## src/logic/sci_pkg.sv

```systemverilog
// Constants, field layouts and carrier types of the serial interface
package sci_pkg;

	// Register indices; byte address is four times the index
	localparam logic [5:0] SCI_IDX_RATE   = 6'h10;
	localparam logic [5:0] SCI_IDX_CTL    = 6'h11;
	localparam logic [5:0] SCI_IDX_RXDATA = 6'h12;
	localparam logic [5:0] SCI_IDX_TXDATA = 6'h13;

	// Status/control field positions
	localparam int SCI_BIT_WAKE    = 0;
	localparam int SCI_BIT_XMIT_ON = 1;
	localparam int SCI_BIT_TX_IRQ  = 2;
	localparam int SCI_BIT_RCV_ON  = 3;
	localparam int SCI_BIT_RX_IRQ  = 4;
	localparam int SCI_BIT_TX_EMPT = 5;
	localparam int SCI_BIT_ERR     = 6;
	localparam int SCI_BIT_RX_FULL = 7;

	// Reset values
	localparam logic [3:0] SCI_RATE_RST  = 4'h0;
	localparam logic [7:0] SCI_CTL_RST   = 8'h20;

	// Clock source codes
	localparam logic [1:0] SCI_SRC_INT     = 2'h1;
	localparam logic [1:0] SCI_SRC_INT_OUT = 2'h2;
	localparam logic [1:0] SCI_SRC_EXT     = 2'h3;

	// Bit clock dividers of the bus clock, and sub-intervals per bit
	localparam int SCI_DIV_0   = 16;
	localparam int SCI_DIV_1   = 128;
	localparam int SCI_DIV_2   = 1024;
	localparam int SCI_DIV_3   = 4096;
	localparam int SCI_SUBBITS = 8;

	// Frame and line timing counts in bit times; sample point in sub-intervals
	localparam logic [3:0] SCI_PREAMBLE_BITS = 4'ha;
	localparam logic [3:0] SCI_FRAME_SAMPLES = 4'ha;
	localparam logic [3:0] SCI_IDLE_ONES     = 4'ha;
	localparam logic [3:0] SCI_TX_SHIFT_BITS = 4'h9;
	localparam logic [2:0] SCI_SAMPLE_PHASE  = 3'h3;

	// Rate and mode control byte
	typedef struct packed {
		logic       clk_src_hi;
		logic       clk_src_lo;
		logic       baud_sel_hi;
		logic       baud_sel_lo;
	} sci_rate_t;

	// Writable part of the control/status byte
	typedef struct packed {
		logic       rx_irq_on;
		logic       rcv_on;
		logic       tx_irq_on;
		logic       xmit_on;
		logic       wake_on_idle;
	} sci_ctl_t;

	// Timing strobes from the rate generator
	typedef struct packed {
		logic       sub_tick;
		logic       bit_tick;
		logic [2:0] phase;
	} sci_tick_t;

	typedef enum logic [3:0] {
		SCI_TX_OFF   = 4'b0001,
		SCI_TX_PRE   = 4'b0010,
		SCI_TX_IDLE  = 4'b0100,
		SCI_TX_SHIFT = 4'b1000
	} sci_tx_state_t;

	typedef enum logic [1:0] {
		SCI_RX_HUNT  = 2'b01,
		SCI_RX_FRAME = 2'b10
	} sci_rx_state_t;

endpackage : sci_pkg

```

## src/logic/sci_rate_gen.sv

```systemverilog
// Bit-rate generator: internal divider or external 8x clock
`timescale 1ns/1ns
`default_nettype none
module sci_rate_gen
	import sci_pkg::*;
(
	input  wire logic      mclk,
	input  wire logic      srst,
	input  wire sci_rate_t rate,
	input  wire logic      ext_clk,
	output sci_tick_t      tick
);

	// Sub-interval period in bus clocks, less one, for a speed code
	function automatic logic [8:0] sub_period(input logic [1:0] sel);
		case (sel)
			2'h0:    sub_period = 9'((SCI_DIV_0 / SCI_SUBBITS) - 1);
			2'h1:    sub_period = 9'((SCI_DIV_1 / SCI_SUBBITS) - 1);
			2'h2:    sub_period = 9'((SCI_DIV_2 / SCI_SUBBITS) - 1);
			default: sub_period = 9'((SCI_DIV_3 / SCI_SUBBITS) - 1);
		endcase
	endfunction : sub_period

	logic [8:0] div_cnt;
	logic       ext_prev;
	logic [2:0] phase;

	wire logic       use_ext  = ({rate.clk_src_hi, rate.clk_src_lo} == SCI_SRC_EXT);
	wire logic [8:0] period   = sub_period({rate.baud_sel_hi, rate.baud_sel_lo});
	wire logic       int_tick = (div_cnt >= period);
	wire logic       ext_tick = ext_clk & ~ext_prev;
	wire logic       sub      = use_ext ? ext_tick : int_tick;

	// Divider and phase within the bit
	always_ff @(posedge mclk) begin
		if (srst) begin
			div_cnt  <= 9'h000;
			ext_prev <= 1'b0;
			phase    <= 3'h0;
		end else begin
			ext_prev <= ext_clk;
			div_cnt  <= (int_tick || use_ext) ? 9'h000 : div_cnt + 9'h001;
			if (sub) begin
				phase <= phase + 3'h1;
			end
		end
	end

	assign tick.sub_tick = sub;
	assign tick.bit_tick = sub && (phase == 3'h7);
	assign tick.phase    = phase;

endmodule : sci_rate_gen
`default_nettype wire

```

## src/logic/sci_core.sv

```systemverilog
// Asynchronous serial interface with a classic Wishbone register slave
// Summary of operation
// Clock source 10 drives bit clock out
// Internal bit clock at most bus clock/16
// Output clock 1x, rising edge mid-bit
// Source 11: external clock at 8x baud
// External clock stays at or below 1 MHz
// Software writes rate byte before control byte
// Serial pins serve while enables are set; tx_pin_oe stays set after xmit_on clears, until reset
// Transmit enable sends ten ones preamble first
// Empty transmit buffer leaves line idle high
// Written byte loads shifter, starts frame
// Frame: start zero, eight LSB-first, stop one
// Empty flag sets when byte moves to shifter
// Flag still set: keep sending ones only
// Receive enable turns on the receiver
// Each bit split into eight sub-intervals
// Ten centre samples; bad stop flags error
// Good stop stores byte, sets full flag
// Full flag still set means overrun error
// Status then data read clears receive flags
// Speed code picks divide 16/128/1024/4096
// Clock source code selects clock pin use; sclk_pin_oe keeps its value under codes 00 and 01
// Errors never overwrite the receive data
// Wake mode mutes receive flags until idle
// Interrupt from enabled receive or transmit flags
`timescale 1ns/1ns
`default_nettype none
module sci_core
	import sci_pkg::*;
(
	input  wire logic        mclk,
	input  wire logic        srst,
	input  wire logic        wb_cyc_i,
	input  wire logic        wb_stb_i,
	input  wire logic        wb_we_i,
	input  wire logic [7:0]  wb_adr_i,
	input  wire logic [3:0]  wb_sel_i,
	input  wire logic [31:0] wb_dat_i,
	output logic      [31:0] wb_dat_o,
	output logic             wb_ack_o,
	input  wire logic        rx_pin,
	output logic             tx_pin_out,
	output logic             tx_pin_oe,
	input  wire logic        sclk_pin_in,
	output logic             sclk_pin_out,
	output logic             sclk_pin_oe,
	output logic             serial_irq
);

	sci_rate_t     rate_mode_ctl;
	sci_ctl_t      ctl;
	logic          tx_buf_empty;
	logic          rx_buf_full;
	logic          overrun_or_frame_err;
	logic [7:0]    tx_data;
	logic [7:0]    rx_data;
	logic          tx_arm;
	logic          rx_arm;
	logic          xmit_prev;
	sci_tx_state_t tx_state;
	logic [3:0]    tx_cnt;
	logic [8:0]    tx_sr;
	sci_rx_state_t rx_state;
	logic [2:0]    rx_sub;
	logic [3:0]    rx_cnt;
	logic [8:0]    rx_sr;
	logic [3:0]    idle_cnt;
	sci_tick_t     tick;

	sci_rate_gen u_rate (
		.mclk    (mclk),
		.srst    (srst),
		.rate    (rate_mode_ctl),
		.ext_clk (sclk_pin_in),
		.tick    (tick)
	);

	// Register index decode
	function automatic logic hit(input logic [7:0] adr, input logic [5:0] idx);
		hit = (adr[7:2] == idx) && (adr[1:0] == 2'h0);
	endfunction : hit

	wire logic       req      = wb_cyc_i & wb_stb_i & ~wb_ack_o;
	wire logic       wr_lane  = req & wb_we_i & wb_sel_i[0];
	wire logic       rd       = req & ~wb_we_i;
	wire logic       wr_rate  = wr_lane & hit(wb_adr_i, SCI_IDX_RATE);
	wire logic       wr_ctl   = wr_lane & hit(wb_adr_i, SCI_IDX_CTL);
	wire logic       wr_tx    = wr_lane & hit(wb_adr_i, SCI_IDX_TXDATA);
	wire logic       rd_ctl   = rd & hit(wb_adr_i, SCI_IDX_CTL);
	wire logic       rd_rx    = rd & hit(wb_adr_i, SCI_IDX_RXDATA);
	wire logic [7:0] stat     = {rx_buf_full, overrun_or_frame_err, tx_buf_empty,
		ctl.rx_irq_on, ctl.rcv_on, ctl.tx_irq_on, ctl.xmit_on, ctl.wake_on_idle};
	wire logic [7:0] rd_byte  = hit(wb_adr_i, SCI_IDX_CTL)    ? stat :
		hit(wb_adr_i, SCI_IDX_RXDATA) ? rx_data : 8'h00;
	wire logic [1:0] clk_src  = {rate_mode_ctl.clk_src_hi, rate_mode_ctl.clk_src_lo};

	// Transmitter events
	wire logic tx_start  = ~xmit_prev & ctl.xmit_on;
	wire logic tx_load   = tick.bit_tick && (tx_state == SCI_TX_IDLE) && !tx_buf_empty;
	wire logic tx_clr    = wr_tx & tx_arm;

	// Receiver events: centre samples, tenth-sample outcome, flag clear, idle end
	wire logic rx_sample = (rx_state == SCI_RX_FRAME) && tick.sub_tick
		&& (rx_sub == SCI_SAMPLE_PHASE);
	wire logic rx_last   = rx_sample && (rx_cnt == SCI_FRAME_SAMPLES - 4'h1);
	wire logic rx_live   = rx_last & ~ctl.wake_on_idle;
	wire logic rx_good   = rx_live & rx_pin & ~rx_buf_full;
	wire logic rx_bad    = rx_live & (~rx_pin | rx_buf_full);
	wire logic rx_clr    = rd_rx & rx_arm;
	wire logic idle_done = tick.bit_tick && rx_pin && (idle_cnt == SCI_IDLE_ONES - 4'h1);

	// Wishbone slave: one wait state, unmapped reads return zero
	always_ff @(posedge mclk) begin
		if (srst) begin
			wb_ack_o <= 1'b0;
			wb_dat_o <= 32'h0000_0000;
		end else begin
			wb_ack_o <= req;
			if (rd) begin
				wb_dat_o <= {24'h00_0000, rd_byte};
			end
		end
	end

	// Control registers written by software
	always_ff @(posedge mclk) begin
		if (srst) begin
			rate_mode_ctl <= SCI_RATE_RST;
			ctl           <= SCI_CTL_RST[4:0];
			tx_data       <= 8'h00;
		end else begin
			if (wr_rate) begin
				rate_mode_ctl <= wb_dat_i[3:0];
			end
			if (wr_ctl) begin
				ctl <= wb_dat_i[4:0];
			end else if (idle_done) begin
				ctl.wake_on_idle <= 1'b0;
			end
			if (wr_tx) begin
				tx_data <= wb_dat_i[7:0];
			end
		end
	end

	// Status flags; hardware sets win over software clears
	always_ff @(posedge mclk) begin
		if (srst) begin
			tx_buf_empty         <= SCI_CTL_RST[SCI_BIT_TX_EMPT];
			rx_buf_full          <= SCI_CTL_RST[SCI_BIT_RX_FULL];
			overrun_or_frame_err <= SCI_CTL_RST[SCI_BIT_ERR];
			tx_arm               <= 1'b0;
			rx_arm               <= 1'b0;
		end else begin
			tx_buf_empty         <= tx_load | (tx_buf_empty & ~tx_clr);
			rx_buf_full          <= rx_good | (rx_buf_full & ~rx_clr);
			overrun_or_frame_err <= rx_bad | (overrun_or_frame_err & ~rx_clr);
			if (rd_ctl && tx_buf_empty) begin
				tx_arm <= 1'b1;
			end else if (tx_clr) begin
				tx_arm <= 1'b0;
			end
			if (rd_ctl && (rx_buf_full || overrun_or_frame_err)) begin
				rx_arm <= 1'b1;
			end else if (rx_clr) begin
				rx_arm <= 1'b0;
			end
		end
	end

	// Transmitter sequencing
	always_ff @(posedge mclk) begin
		if (srst) begin
			tx_state   <= SCI_TX_OFF;
			tx_cnt     <= 4'h0;
			tx_sr      <= 9'h1ff;
			tx_pin_out <= 1'b1;
			xmit_prev  <= 1'b0;
		end else begin
			xmit_prev <= ctl.xmit_on;
			case (tx_state)
				SCI_TX_OFF: begin
					tx_pin_out <= 1'b1;
					if (tx_start) begin
						tx_state <= SCI_TX_PRE;
						tx_cnt   <= SCI_PREAMBLE_BITS;
					end
				end
				SCI_TX_PRE: begin
					tx_pin_out <= 1'b1;
					if (tick.bit_tick) begin
						tx_cnt <= tx_cnt - 4'h1;
						if (tx_cnt == 4'h1) begin
							tx_state <= SCI_TX_IDLE;
						end
					end
				end
				SCI_TX_IDLE: begin
					if (tx_load) begin
						tx_pin_out <= 1'b0;
						tx_sr      <= {1'b1, tx_data};
						tx_cnt     <= SCI_TX_SHIFT_BITS;
						tx_state   <= SCI_TX_SHIFT;
					end else begin
						tx_pin_out <= 1'b1;
					end
				end
				SCI_TX_SHIFT: begin
					if (tick.bit_tick) begin
						tx_pin_out <= tx_sr[0];
						tx_sr      <= {1'b1, tx_sr[8:1]};
						tx_cnt     <= tx_cnt - 4'h1;
						if (tx_cnt == 4'h1) begin
							tx_state <= SCI_TX_IDLE;
						end
					end
				end
				default: begin
					tx_state   <= SCI_TX_OFF;
					tx_pin_out <= 1'b1;
				end
			endcase
			if (!ctl.xmit_on) begin
				tx_state <= SCI_TX_OFF;
			end
		end
	end

	// Receiver: hunt for the first zero, then sample bit centres
	always_ff @(posedge mclk) begin
		if (srst) begin
			rx_state <= SCI_RX_HUNT;
			rx_sub   <= 3'h0;
			rx_cnt   <= 4'h0;
			rx_sr    <= 9'h000;
			rx_data  <= 8'h00;
		end else begin
			case (rx_state)
				SCI_RX_HUNT: begin
					if (ctl.rcv_on && tick.sub_tick && !rx_pin) begin
						rx_state <= SCI_RX_FRAME;
						rx_sub   <= 3'h0;
						rx_cnt   <= 4'h0;
					end
				end
				SCI_RX_FRAME: begin
					if (tick.sub_tick) begin
						rx_sub <= rx_sub + 3'h1;
					end
					if (rx_sample) begin
						rx_sr  <= {rx_pin, rx_sr[8:1]};
						rx_cnt <= rx_cnt + 4'h1;
					end
					if (rx_last || !ctl.rcv_on) begin
						rx_state <= SCI_RX_HUNT;
					end
				end
				default: rx_state <= SCI_RX_HUNT;
			endcase
			if (rx_good) begin
				rx_data <= rx_sr[8:1];
			end
		end
	end

	// Idle-line counter ending wake-up mode
	always_ff @(posedge mclk) begin
		if (srst) begin
			idle_cnt <= 4'h0;
		end else if (!ctl.wake_on_idle || (tick.bit_tick && !rx_pin)) begin
			idle_cnt <= 4'h0;
		end else if (tick.bit_tick) begin
			idle_cnt <= idle_cnt + 4'h1;
		end
	end

	// Pin drivers, clock output and interrupt request
	always_ff @(posedge mclk) begin
		if (srst) begin
			tx_pin_oe    <= 1'b0;
			sclk_pin_oe  <= 1'b0;
			sclk_pin_out <= 1'b0;
			serial_irq   <= 1'b0;
		end else begin
			if (ctl.xmit_on) begin
				tx_pin_oe <= 1'b1;
			end
			if (rate_mode_ctl.clk_src_hi) begin
				sclk_pin_oe <= ~rate_mode_ctl.clk_src_lo;
			end
			sclk_pin_out <= (clk_src == SCI_SRC_INT_OUT) & tick.phase[2];
			serial_irq   <= (ctl.rx_irq_on & (rx_buf_full | overrun_or_frame_err))
				| (ctl.tx_irq_on & tx_buf_empty);
		end
	end

endmodule : sci_core
`default_nettype wire

```

## config.mk

```make
export PLATFORM = sky130hd
export DESIGN_NAME = sci_core
export DESIGN_NICKNAME = d
export VERILOG_FILES = /design/src/logic/sci_pkg.sv /design/src/logic/sci_rate_gen.sv /design/src/logic/sci_core.sv
export SDC_FILE = /design/constraint.sdc
export NUM_CORES = 1
export LEC_CHECK = 0
export ABC_AREA = 1
export ABC_CLOCK_PERIOD_IN_PS = 1880
export BUFFER_PORTS_ARGS = -buffer_cell sky130_fd_sc_hd__buf_4
export CORE_MARGIN = 2
export CORE_UTILIZATION = 36
export CTS_CLUSTER_DIAMETER = 120
export DETAILED_ROUTE_END_ITERATION = 8
export SLEW_MARGIN = 20
export SYNTH_ARGS = -nofsm -noshare
export SYNTH_HDL_FRONTEND = slang
export SYNTH_SLANG_ARGS = --single-unit
```

## constraint.sdc

```tcl
create_clock -name mclk -period 1.88 [get_ports mclk]
set_clock_uncertainty 0.05 [all_clocks]
set_input_delay 0.376 -clock mclk [delete_from_list [all_inputs] [get_ports mclk]]
set_output_delay 0.376 -clock mclk [all_outputs]
set_load 0.1 [all_outputs]
```

==> out/qor.yml <==
global_route:
  first_global_vias: 4141
  grtUsageMet3_pct: 4.24
  busiest_layer: "met2"
  grt_max_degree: 34
  grt_util_met2_pct: 31.9
  grt_util_met1_pct: 20.2
  grt.total_usage_pct: 17.7
  grt-ovfl-total: 0
  antenna_found_initial: 0
  grt_first_pass_wirelength_microns: 18800
yosys:
  syn-cell-area_sq_mm: 0.00451
  synth_cells: 614
  synth-seq-cells: 95
  yosysSeqAreaShare_pct: 42.1
  syn_avg_cell_area_sq_um: 7.35
  yosys_warnings: 0
  ys_types: 43
pwr:
  p_per_area_mw_per_mm2: 815
  p_leak_uw: 0.00264
  ir_worst_vdd_v: 0.000433
clocking:
  root_buffer: "clkbuf_16"
  clk_path_buf_depth: 2
  cts_sinks: 95
  numCtsBuffers: 9
  cts_htree_levels: 3
  postCtsHoldBufs: 0
  clk_latency_ns: 0.35
  cts_tree: "built"
  cts.clk_slew.worst_paths_ns: 0.07
sta:
  hold_viol: 0
  max_freq_ghz: 0.461
  worst_pin_slew_ns: 0.686
  period_needed_ns: 2.17
  finalWorstSetupSlack_ns: -0.288
  fin_crit_sh_pct: 115
  finalSetupViolCount: 52
  drv_slew: 0
  relSlewSlack_pct: 53.9
  grt_setup_unrepaired: "true"
floorplan:
  rows: 40
  start_util_pct: 37.3
  ioPinCount: 89
  die_y_microns: 116
  dieArea_sq_mm: 0.0135
  core_area_sq_mm: 0.0121
  die_x_microns: 116
critical_path:
  cpPeakStageDelay_ns: 0.39
  critPathSlowestCell: "dfxtp_4"
  arrival_ns: 2.37
  reg2reg_depth: 16
  cp_cell_sequence: "nand2_4 > ha_4 > nand2_2 > inv_2 > nand2_4 > nor2_4 > nand3_2 > nand3_4 > buf_4 > nand2_4 > inv_4 > nand2_4 > buf_4 > o21a_1 > nor2_2 > inv_1"
  worst_path_dominant_cell_family: "simple AND/OR/NAND/NOR gates"
  crit_path_max_fanout: 5
  cp.buffers_inverters: 5
  cp-end-kind: "flip-flop"
  cp.required_ns: 2.08
  crit_type: "reg2reg"
  crit_top_cell: "nand2_4"
  critPathLaunchType: "flip-flop"
  cp.depth: 16
place:
  place_ws_ns: -0.315
  hpwl_microns: 7930
  postPlaceCellArea_sq_mm: 0.00521
  gp_congestion: 0.812
  io_buffers: 37
flow_run:
  maxCapViolCount: 0
routing:
  totalWireLength_microns: 11600
  first_pass_iters: 4
  drt-initial-drc-count: 180
  num_vias: 4210
  vias_per_cell: 4.78
  drc: 0
  wl_per_cell_microns: 13.2
  drtAntennaViolNets: 0
final_layout:
  multiInputGateArea_sq_mm: 0.00257
  seqCellArea_sq_mm: 0.00191
  syn2layout_area_growth_pct: 34.7
  fillCellCount: 1197
  layout-drive-gt1-share_pct: 28.9
  nets: 776
  diodes: 0
  final_area_sq_mm: 0.00608
min_path:
  hold_depth: 3
  hold_class: "in2reg"
run_status:
  failed_checks: "negative setup slack"
  outcome: "finished with violations"
==> registers in the layout, indices dropped and copies added, names as in the netlist, 2 cells and up <==
| name | cells |
|---|---|
| clk_src | 2 |
| ctl | 5 |
| idle_cnt | 4 |
| rate_mode_ctl | 2 |
| rx_cnt | 4 |
| rx_data | 8 |
| rx_sr | 8 |
| rx_state | 2 |
| rx_sub | 3 |
| tx_cnt | 4 |
| tx_data | 8 |
| tx_sr | 8 |
| tx_state | 4 |
| u_rate.div_cnt | 9 |
| u_rate.phase | 3 |
| wb_dat_o | 8 |
==> synthesized netlist by cell type (all sizes together) <==
cell	instances	area share [%]
o21ai	29	3.3
o211ai	2	0.33
or2	4	0.55
clkbuf	12	1.0
clkinv	2	0.17
o221ai	3	0.58
nor4	3	0.42
xnor2	1	0.19
a22oi	1	0.17
buf	26	4.3
nor3b	5	0.83
nand2	135	11
o21a	2	0.33
or4	1	0.17
nand3	39	5.4
nor2	89	7.9
a211oi	6	1.0
a221oi	2	0.39
nand3b	1	0.17
nand4	8	1.4
xor2	3	0.58
nor3	10	1.2
a31oi	3	0.42
o21bai	1	0.17
dfxtp	95	42
conb	1	0.083
inv	73	6.1
ha	17	4.7
a21oi	40	4.6
==> cell type report <==
cell class | count | share of cell area (%)
multi-input combinational | 431 | 42.4
sequential | 95 | 31.4
timing repair buffer | 96 | 13.1
inverter | 75 | 4.71
clock buffer | 12 | 4.22
tap | 168 | 3.46
clock inverter | 3 | 0.700
==> per-layer routing <==
layer	wire (microns)	vias to the layer above
li1	-	2128
met1	5030	1983
met2	5950	80
met3	432	19
met4	219	0
met5	0	-
==> power breakdown <==
part	switching, uW	internal (uW)	leakage, uW
clock	771	1090	0.000145
sequential	31.2	2060	0.000769
combinational	631	373	0.00173
==> per-stage QoR <==
stage	util (%)	power (uW)	cells	hold WS [ns]	TNS, ns
after global placement	43.0	2900	844	0.355	-5.88
final	50.2	4960	880	0.197	-9.22
after global routing	50.2	5160	880	0.209	-16.67
after detailed placement	43.0	2920	844	0.370	-8.44
after CTS	47.4	4780	872	0.198	-9.38
after floorplan	-	2710	637	0.368	-0.851
==> worst paths after layout <==
| check | slack, ns | end | start |
|---|---|---|---|
| max | -0.29 | rx_state[0] | rate_mode_ctl[1] |
| max reg2reg | -0.29 | rx_state[0] | rate_mode_ctl[1] |
| min reg2reg | 0.37 | wb_ack_o | wb_ack_o |
| min | 0.20 | u_rate.ext_prev | sclk_pin_in |
==> cells in the final DEF (no fill, tap or decap), drive strengths merged, types with 10 or more instances in the layout <==
master	n
ha	17
a21oi	40
buf	96
o21ai	29
inv	73
nand3	41
nor2	89
dfxtp	95
nor3	10
conb	24
clkbuf	12
nand2	135
==> timing repair <==
item / in CTS / in global routing
buffers inserted: 12 / 9
endpoints found under the setup margin: 53 / 55
endpoints found under the hold margin: 0 / 0
resized for setup: 37 / 70
cloned: 3 / 1
pin swaps: 13 / 30
==> worst reg2reg max path, stage by stage, from the launching register on <==
cell     delay (ns)
dfxtp_4        0.39
nand2_4        0.08
ha_4           0.27
nand2_2        0.04
inv_2          0.06
nand2_4        0.06
nor2_4         0.11
nand3_2        0.10
nand3_4        0.12
buf_4          0.14
nand2_4        0.07
inv_4          0.08
nand2_4        0.08
buf_4          0.18
o21a_1         0.11
nor2_2         0.09
inv_1          0.05
==> logic make-up (layout without fill, tap and decap cells) <==
| group | count (synthesis) | in the layout | share of synthesized area, % |
|---|---|---|---|
| fa+ha+maj | 17 | 17 | 4.71 |
| xor+xnor | 4 | 4 | 0.776 |
| other cells | 1 | 24 | 0.0831 |
| simple gates | 295 | 297 | 29.5 |
| flops | 95 | 95 | 42.1 |
| buf+inv | 113 | 186 | 11.6 |
| compound gates | 89 | 89 | 11.3 |
(Power assumes the default switching activity.)
